**src/rtl/elapsed_time_counter_cfg.svh**
```systemverilog
// constants for the elapsed time capture counter
// assumes inclusion by the counter package, design file and bench
`ifndef ELAPSED_TIME_COUNTER_CFG_SVH
`define ELAPSED_TIME_COUNTER_CFG_SVH

`define ETC_CNT_W          40
`define ETC_PLL3_DIV       8
`define ETC_PLL2_DIV       20
`define ETC_DIV_W          5
`define ETC_PIN_FUNC_W     6
`define ETC_PIN_CAPTURE    6'h27
`define ETC_SEL_PLL3       1'b0
`define ETC_SEL_PLL2       1'b1
`define ETC_TRIG_SERIAL    1'b0
`define ETC_TRIG_PIN       1'b1
`define ETC_BYTE_MSB       3'h4
`define ETC_BYTE_LSB       3'h0

`endif

```
**src/rtl/elapsed_time_counter_pkg.sv**
```systemverilog
// types for the elapsed time capture counter
// assumes the cfg header sits beside it
`include "elapsed_time_counter_cfg.svh"
package elapsed_time_counter_pkg;
    typedef logic [`ETC_CNT_W-1:0] count_t;
    typedef enum logic [1:0] {
        ARMED,
        LOCK_SERIAL,
        LOCK_PIN
    } arm_state_t;
endpackage

```
**src/rtl/elapsed_time_counter.sv**
```systemverilog
// elapsed time capture counter: 40-bit timestamp with capture lock
// assumes vco tick inputs are pulses on ref_clk; pins are asynchronous
`timescale 1ns/1ns
`include "elapsed_time_counter_cfg.svh"

// Contract
// - capture from pin edge or select fall
// - capture copies count into 40-bit field
// - count clock is pll3/8 or pll2/20
// - vco select 0 pll3, 1 pll2
// - trigger select 1 pin, 0 serial
// - enable low holds counter at zero
// - serial fall captures unless locked; code also ignores it while enable is low
// - msb read locks serial until lsb read
// - capture and re-arm within one read
// - pin function 0x27 makes pin trigger
// - pin capture locks until lsb read
// - counter counts up and wraps
// - field read as five bytes msb first
// - clear zero means normal counting
// - vco select also drives reference validation
// - absolute time less accurate than difference
// - polarity 0 rising, 1 falling
module elapsed_time_counter (
    input  wire logic                   ref_clk,
    input  wire logic                   sys_rst,
    input  wire logic                   pll3_vco_tick,
    input  wire logic                   pll2_vco_tick,
    input  wire logic                   count_clock_vco_select,
    input  wire logic                   counter_run_enable,
    input  wire logic                   counter_clear,
    input  wire logic                   capture_trigger_select,
    input  wire logic [5:0]             pin_function_select,
    input  wire logic                   pin_polarity_invert,
    input  wire logic                   trigger_pin,
    input  wire logic                   serial_chip_select_n,
    input  wire logic                   byte_read_strobe,
    input  wire logic [2:0]             byte_read_index,
    output logic      [7:0]             byte_read_data,
    output logic      [`ETC_CNT_W-1:0]  captured_count_field,
    output logic                        capture_locked,
    output logic                        validation_vco_select,
    output logic                        count_tick
);

    // three-stage synchronisers for the asynchronous pins
    logic [2:0] pin_sync_r;
    logic [2:0] pin_sync_nxt;
    logic [2:0] cs_sync_r;
    logic [2:0] cs_sync_nxt;
    logic       pin_lvl_r;
    logic       pin_lvl_nxt;
    logic       cs_lvl_r;
    logic       cs_lvl_nxt;

    always_comb begin
        pin_sync_nxt = {pin_sync_r[1:0], trigger_pin};
        cs_sync_nxt  = {cs_sync_r[1:0], serial_chip_select_n};
        pin_lvl_nxt  = pin_lvl_r;
        cs_lvl_nxt   = cs_lvl_r;
        if (pin_sync_r[1] == pin_sync_r[2]) begin
            pin_lvl_nxt = pin_sync_r[2];
        end
        if (cs_sync_r[1] == cs_sync_r[2]) begin
            cs_lvl_nxt = cs_sync_r[2];
        end
    end

    always_ff @(posedge ref_clk) begin
        if (sys_rst) begin
            pin_sync_r <= 3'h0;
            cs_sync_r  <= 3'h7;
            pin_lvl_r  <= 1'b0;
            cs_lvl_r   <= 1'b1;
        end else begin
            pin_sync_r <= pin_sync_nxt;
            cs_sync_r  <= cs_sync_nxt;
            pin_lvl_r  <= pin_lvl_nxt;
            cs_lvl_r   <= cs_lvl_nxt;
        end
    end

    // active-level pin after polarity, and edge events
    logic pin_active;
    logic pin_active_prev_r;
    logic pin_event;
    logic cs_fall;
    logic cs_rise;
    logic cs_prev_r;

    assign pin_active = pin_lvl_r ^ pin_polarity_invert;
    assign pin_event  = pin_active & ~pin_active_prev_r
                      & (pin_function_select == `ETC_PIN_CAPTURE);
    assign cs_fall    = cs_prev_r & ~cs_lvl_r;
    assign cs_rise    = ~cs_prev_r & cs_lvl_r;

    always_ff @(posedge ref_clk) begin
        if (sys_rst) begin
            // seen as already active so a pin held active with polarity 1 is no edge
            pin_active_prev_r <= 1'b1;
            cs_prev_r         <= 1'b1;
        end else begin
            pin_active_prev_r <= pin_active;
            cs_prev_r         <= cs_lvl_r;
        end
    end

    // count clock dividers
    logic [`ETC_DIV_W-1:0] div3_r;
    logic [`ETC_DIV_W-1:0] div3_nxt;
    logic [`ETC_DIV_W-1:0] div2_r;
    logic [`ETC_DIV_W-1:0] div2_nxt;
    logic                  tick3;
    logic                  tick2;

    function automatic logic [`ETC_DIV_W-1:0] div_step(
        input logic [`ETC_DIV_W-1:0] cur,
        input logic                  tick,
        input int                    ratio
    );
        logic [`ETC_DIV_W-1:0] last;
        last = `ETC_DIV_W'(ratio - 1);
        if (!tick) begin
            div_step = cur;
        end else if (cur == last) begin
            div_step = '0;
        end else begin
            div_step = cur + `ETC_DIV_W'(1);
        end
    endfunction

    assign tick3 = pll3_vco_tick
                 & (div3_r == `ETC_DIV_W'(`ETC_PLL3_DIV - 1));
    assign tick2 = pll2_vco_tick
                 & (div2_r == `ETC_DIV_W'(`ETC_PLL2_DIV - 1));
    assign count_tick = (count_clock_vco_select == `ETC_SEL_PLL2)
                      ? tick2 : tick3;
    assign validation_vco_select = count_clock_vco_select;

    always_comb begin
        div3_nxt = div_step(div3_r, pll3_vco_tick, `ETC_PLL3_DIV);
        div2_nxt = div_step(div2_r, pll2_vco_tick, `ETC_PLL2_DIV);
    end

    always_ff @(posedge ref_clk) begin
        if (sys_rst) begin
            div3_r <= '0;
            div2_r <= '0;
        end else begin
            div3_r <= div3_nxt;
            div2_r <= div2_nxt;
        end
    end

    // running counter
    elapsed_time_counter_pkg::count_t count_r;
    elapsed_time_counter_pkg::count_t count_nxt;

    always_comb begin
        count_nxt = count_r;
        if (!counter_run_enable || counter_clear) begin
            count_nxt = '0;
        end else if (count_tick) begin
            count_nxt = count_r + `ETC_CNT_W'(1);
        end
    end

    always_ff @(posedge ref_clk) begin
        if (sys_rst) begin
            count_r <= '0;
        end else begin
            count_r <= count_nxt;
        end
    end

    // capture lock and holding field
    elapsed_time_counter_pkg::arm_state_t state_r;
    elapsed_time_counter_pkg::arm_state_t state_nxt;
    elapsed_time_counter_pkg::count_t     hold_r;
    elapsed_time_counter_pkg::count_t     hold_nxt;
    logic                                 msb_seen_r;
    logic                                 msb_seen_nxt;
    logic                                 trig_event;
    logic                                 lsb_read;
    logic                                 msb_read;

    assign lsb_read = byte_read_strobe
                    & (byte_read_index == `ETC_BYTE_LSB);
    assign msb_read = byte_read_strobe
                    & (byte_read_index == `ETC_BYTE_MSB);
    assign trig_event = counter_run_enable &
        ((capture_trigger_select == `ETC_TRIG_PIN) ? pin_event
                                                   : cs_fall);

    always_comb begin
        state_nxt    = state_r;
        hold_nxt     = hold_r;
        msb_seen_nxt = msb_seen_r;
        case (state_r)
            elapsed_time_counter_pkg::ARMED: begin
                if (trig_event) begin
                    hold_nxt = count_r;
                    if (capture_trigger_select == `ETC_TRIG_PIN) begin
                        state_nxt = elapsed_time_counter_pkg::LOCK_PIN;
                    end
                end
                if (msb_read
                    && capture_trigger_select == `ETC_TRIG_SERIAL) begin
                    msb_seen_nxt = 1'b1;
                end
                // lock takes hold once the msb-reading transaction ends
                if ((msb_seen_r || msb_read) && cs_rise && !lsb_read) begin
                    state_nxt    = elapsed_time_counter_pkg::LOCK_SERIAL;
                    msb_seen_nxt = 1'b0;
                end
                if (lsb_read) begin
                    msb_seen_nxt = 1'b0;
                end
            end
            elapsed_time_counter_pkg::LOCK_SERIAL,
            elapsed_time_counter_pkg::LOCK_PIN: begin
                if (lsb_read) begin
                    state_nxt = elapsed_time_counter_pkg::ARMED;
                end
            end
            default: begin
                state_nxt = elapsed_time_counter_pkg::ARMED;
            end
        endcase
        if (!counter_run_enable) begin
            msb_seen_nxt = 1'b0;
        end
    end

    always_ff @(posedge ref_clk) begin
        if (sys_rst) begin
            state_r    <= elapsed_time_counter_pkg::ARMED;
            hold_r     <= '0;
            msb_seen_r <= 1'b0;
        end else begin
            state_r    <= state_nxt;
            hold_r     <= hold_nxt;
            msb_seen_r <= msb_seen_nxt;
        end
    end

    // byte readback, msb at index 4
    logic [7:0] rdata_r;
    logic [7:0] rdata_nxt;

    always_comb begin
        rdata_nxt = rdata_r;
        if (byte_read_strobe) begin
            case (byte_read_index)
                3'h0: rdata_nxt = hold_r[7:0];
                3'h1: rdata_nxt = hold_r[15:8];
                3'h2: rdata_nxt = hold_r[23:16];
                3'h3: rdata_nxt = hold_r[31:24];
                3'h4: rdata_nxt = hold_r[39:32];
                default: rdata_nxt = 8'h00;
            endcase
        end
    end

    always_ff @(posedge ref_clk) begin
        if (sys_rst) begin
            rdata_r <= 8'h00;
        end else begin
            rdata_r <= rdata_nxt;
        end
    end

    assign byte_read_data       = rdata_r;
    assign captured_count_field = hold_r;
    assign capture_locked = (state_r != elapsed_time_counter_pkg::ARMED);

    // checks
    hold_when_off_a: assert property (@(posedge ref_clk) disable iff (sys_rst)
        !counter_run_enable |=> count_r == '0)
        else $error("counter not held at zero while disabled");
    clear_holds_a: assert property (@(posedge ref_clk) disable iff (sys_rst)
        counter_run_enable && counter_clear |=> count_r == '0)
        else $error("clear did not zero the counter");
    count_step_a: assert property (@(posedge ref_clk) disable iff (sys_rst)
        counter_run_enable && !counter_clear && count_tick
        |=> count_r == $past(count_r) + `ETC_CNT_W'(1))
        else $error("counter did not step on tick");
    capture_copy_a: assert property (@(posedge ref_clk) disable iff (sys_rst)
        !capture_locked && trig_event |=> hold_r == $past(count_r))
        else $error("capture did not copy the count");
    locked_hold_a: assert property (@(posedge ref_clk) disable iff (sys_rst)
        capture_locked |=> hold_r == $past(hold_r))
        else $error("holding field changed while locked");
    pin_lock_a: assert property (@(posedge ref_clk) disable iff (sys_rst)
        !capture_locked && trig_event && capture_trigger_select
        |=> capture_locked)
        else $error("pin capture did not lock");
    lsb_rearm_a: assert property (@(posedge ref_clk) disable iff (sys_rst)
        capture_locked && lsb_read |=> !capture_locked)
        else $error("lsb read did not re-arm");
    serial_no_lock_a: assert property (@(posedge ref_clk) disable iff (sys_rst)
        !capture_locked && !capture_trigger_select && !msb_read
        && !msb_seen_r |=> !capture_locked)
        else $error("serial capture locked without msb read");
    div3_tick_a: assert property (@(posedge ref_clk) disable iff (sys_rst)
        tick3 |=> div3_r == '0)
        else $error("pll3 divider did not wrap after tick");

    cap_pin_c: cover property (@(posedge ref_clk) disable iff (sys_rst)
        state_r == elapsed_time_counter_pkg::LOCK_PIN ##[1:50] lsb_read);
    cap_serial_c: cover property (@(posedge ref_clk) disable iff (sys_rst)
        state_r == elapsed_time_counter_pkg::LOCK_SERIAL);
    wrap_c: cover property (@(posedge ref_clk) disable iff (sys_rst)
        count_tick && count_r == '1);

endmodule

```
**config.mk**
```make
export PLATFORM = sky130hd
export DESIGN_NAME = elapsed_time_counter
export DESIGN_NICKNAME = d
export VERILOG_FILES = /design/src/rtl/elapsed_time_counter_pkg.sv /design/src/rtl/elapsed_time_counter.sv
export VERILOG_INCLUDE_DIRS = /design/src /design/src/rtl
export SDC_FILE = /design/constraint.sdc
export NUM_CORES = 1
export LEC_CHECK = 0
export BUFFER_PORTS_ARGS = -buffer_cell sky130_fd_sc_hd__buf_2
export CAP_MARGIN = 10
export CORE_MARGIN = 3
export CORE_UTILIZATION = 55
export DETAILED_ROUTE_END_ITERATION = 12
export GPL_ROUTABILITY_DRIVEN = 1
export PLACE_DENSITY = 0.77
export SLEW_MARGIN = 15
export SYNTH_ARGS = -nofsm -noshare
export SYNTH_HDL_FRONTEND = slang
export SYNTH_SLANG_ARGS = --single-unit
```
**constraint.sdc**
```tcl
create_clock -name ref_clk -period 3.9 [get_ports ref_clk]
set_clock_uncertainty 0.1 [all_clocks]
set_input_delay 0.78 -clock ref_clk [delete_from_list [all_inputs] [get_ports ref_clk]]
set_output_delay 0.78 -clock ref_clk [all_outputs]
set_load 0.01 [all_outputs]
```
==> summary.md <==
| Metric | Value |
|---|---|
| Clock sinks | `111` |
| Period minus WS final | `2800 ps` |
| Layout cells sized above 1 | `16.8%` |
| Req. time, crit path | `3020 ps` |
| Nets | `661` |
| Synth Area in Adders | `1.02%` |
| Critical path startpoint category | `register` |
| Inst Count DP | `730` |
| Warnings, synthesis | `0` |
| FMAX | `358 MHz` |
| CTS Buffer Depth | `2` |
| Crit-path max FO | `24` |
| Final Hold Fails | `0` |
| CP bufs+invs | `2` |
| Tot GR Track Use | `23.4%` |
| CTS-repair resized insts | `0` |
| Post-synthesis mux area share | `2.66%` |
| Standard-cell row count | `33` |
| Avg Cell Area, Syn | `8.38 um^2` |
| Final std cells w/o fill | `746` |
| Vias | `4,359` |
| Async SR Flop Fraction | `0%` |
| RSZ-0062 raised after global routing | `no` |
| Fillcell total | `716` |
| H-Tree Depth | `3` |
| Design Power | `1.92 mW` |
| First-pass GRT wire length | `19,100 um` |
| P per Cell Area | `349 mW/mm^2` |
| CTS tree | `built` |
| Compound-cell area share of the yosys netlist | `18.6%` |
| Netlist cell types | `47` |
| Number of diodes | `0` |
| Count leader, synth | `dfxtp_1` |
| Main synth FF type | `dfxtp_1` |
| Crit. End Element | `primary output` |
| DRT Pass-1 Iters | `5` |
| Cell area after synthesis | `0.00488 mm^2` |
| Max-slew violation count | `0` |
| 1st-iter DRT viols | `346` |
| Worst slew pin tran | `762 ps` |
| Routed WL | `11,600 um` |
| Die H | `100 um` |
| Setup bufs post-CTS | `0` |
| Max Cap Viol | `0` |
| Critical Path, Cell by Cell | `ha_1 -> nand2_1 -> nor4_4 -> buf_4 -> or2_2 -> buf_2` |
| Endpoints failing setup | `0` |
| WP data arrival | `1920 ps` |
| Routability-driven placement congestion ratio | `0.864` |
| Initial Util | `58.0%` |
| Setup Total Neg Slack | `0 ps` |
| Syn nets | `608` |
| Root Buffer | `clkbuf_8` |
| Via/cell ratio | `5.84` |
| CTS clock-pin slew for the worst setup and hold paths | `110 ps` |
| Biggest cell delay along the critical path | `370 ps` |
| Detail Route Antenna Nets | `0` |
| Synth cell count leaders | `dfxtp_1, nand2_1, a21oi_1` |
| Fin crit share | `71.7%` |
| DR WL/cell | `15.6 um` |
| XOR/XNOR share of the synthesized area | `5.20%` |
| Insertion delay to the later sink of the worst-skew pair | `360 ps` |
| Seq/Total Area, Yosys | `45.5%` |
| Post-synth EDFFs | `0` |
| HPWL Detailed | `8490 um` |
| LEAKAGE | `2.01 nW` |
| Num CTS Buffers | `9` |
| Synth top area cells | `dfxtp_1, nand2_1, a21oi_1` |
| Initial antenna violation count | `0` |
| Layout Utilization | `65.2%` |
| Port Buf Inserts | `71` |
| IO Count | `72` |
| Maximum vdd drop | `0.182 mV` |
| CP Class | `register to primary output` |
| Die area | `0.0100 mm^2` |
| Post-Synthesis Cells | `583` |
| Synth-to-Final Area Change | `12.5%` |
| Die width | `100 um` |
| Grt ovf | `0` |
| Main combinational cell family by area after synthesis | `simple AND/OR/NAND/NOR gates` |
| Simple-Gate Fraction of Synth Area | `23.0%` |
| Min-Delay Path Class | `register to register` |
| Vias in the first global route | `3,925` |
| Largest net degree at the start of global routing | `59` |
| Core area | `0.00842 mm^2` |
| DRC | `0` |
| Post-CTS Hold Buffers | `0` |
| Max-slew headroom | `49.2%` |
| Area leader, netlist | `dfxtp_1` |
| Synth top area share | `45.5%` |
| Status | `finished clean` |
| Critical path's slowest cell | `or2_2` |
| Cell family with most CP delay | `simple AND/OR/NAND/NOR gates` |
| Seq cells post-synth | `111` |
## logic make-up (layout without fill, tap and decap cells)
kind of cell	Yosys count	count (layout)
flip-flops	111	111
adder cells (fa/ha/maj)	4	4
XOR/XNOR	29	29
multiplexers	13	13
AO/OA/AOI/OAI	147	147
AND/OR/NAND/NOR	230	230
buffers and inverters	49	107
## power breakdown
| part | leakage [nW] | internal [mW] | switching (mW) |
|---|---|---|---|
| Sequential | 0.896 | 1.14 | 0.00552 |
| Clock | 0.0994 | 0.308 | 0.395 |
| Combinational | 1.01 | 0.0234 | 0.0446 |
## worst register-to-register path, delay by kind of cell (launching register included)
family / cells / cell delay [ps]
and+or+nand+nor: 2 / 1060
AOI/OAI and AO/OA: 2 / 520
DFF: 1 / 470
adders and majority gates: 1 / 260
buffers and inverters: 1 / 50
## through the flow
stage               instance area [um^2]  hold slack, ps  setup WS [ps]
floorplan                           4880             289           1270
global placement                    5290             294           1150
detailed placement                  5290             300           1120
CTS                                 5500             330           1090
global route                        5500             354            928
finish                              5500             326           1100
## metal layers
layer	GRT usage (%)	part of all wire [%]	up-vias
met1	34.8	47	2031
li1	-	-	2164
met5	0	0	-
met2	34.9	45	152
met3	3.61	6.8	12
met4	7.25	1.2	0
## sequential cells by signal (all words and copies together) (netlist names)
signal and flops:
byte_read_data 8, captured_count_field 40, count_r 40, cs_lvl_r 1
cs_prev_r 1, cs_sync_r 3, div2_r 5, div3_r 5
msb_seen_r 1, pin_active_prev_r 1, pin_lvl_r 1, pin_sync_r 3
state_r 2
## cells in the final DEF, fill, tap and decap left out, types with 7 or more instances in the layout
cell type | Yosys | routed
a22o_1 | 8 | 8
a22oi_1 | 7 | 7
o22ai_1 | 9 | 9
o21ai_0 | 20 | 20
nor2_1 | 47 | 47
a21oi_1 | 66 | 66
nor3_1 | 9 | 9
or3_1 | 12 | 12
buf_2 | 5 | 71
nand2_1 | 97 | 97
xor2_1 | 21 | 21
nand3_1 | 11 | 11
clkbuf_8 | 0 | 9
nor2b_1 | 8 | 8
o211ai_1 | 9 | 9
dfxtp_1 | 111 | 111
o2111ai_1 | 14 | 14
inv_1 | 14 | 14
xnor2_1 | 8 | 8
mux2i_1 | 13 | 13
nand4_1 | 11 | 11
## layout make-up
| type | count | area [um^2] | area share [%] |
|---|---|---|---|
| Clock buffer | 10 | 128 | 2.32 |
| Clock inverter | 6 | 75.1 | 1.37 |
| Inverter | 14 | 52.6 | 0.956 |
| Multi-Input combinational cell | 423 | 2490 | 45.2 |
| Sequential cell | 111 | 2220 | 40.4 |
| Tap cell | 105 | 131 | 2.39 |
| Timing Repair Buffer | 77 | 400 | 7.29 |
## worst paths after layout
check	to	cells past startpoint	slack, ps	startpoint
max	count_tick	6	1100	div2_r[0]
min reg2reg	cs_sync_r[1]	1	330	cs_sync_r[0]
min	cs_sync_r[1]	1	330	cs_sync_r[0]
max reg2reg	count_r[30]	6	1350	count_r[0]
(Power assumes the default switching activity.)
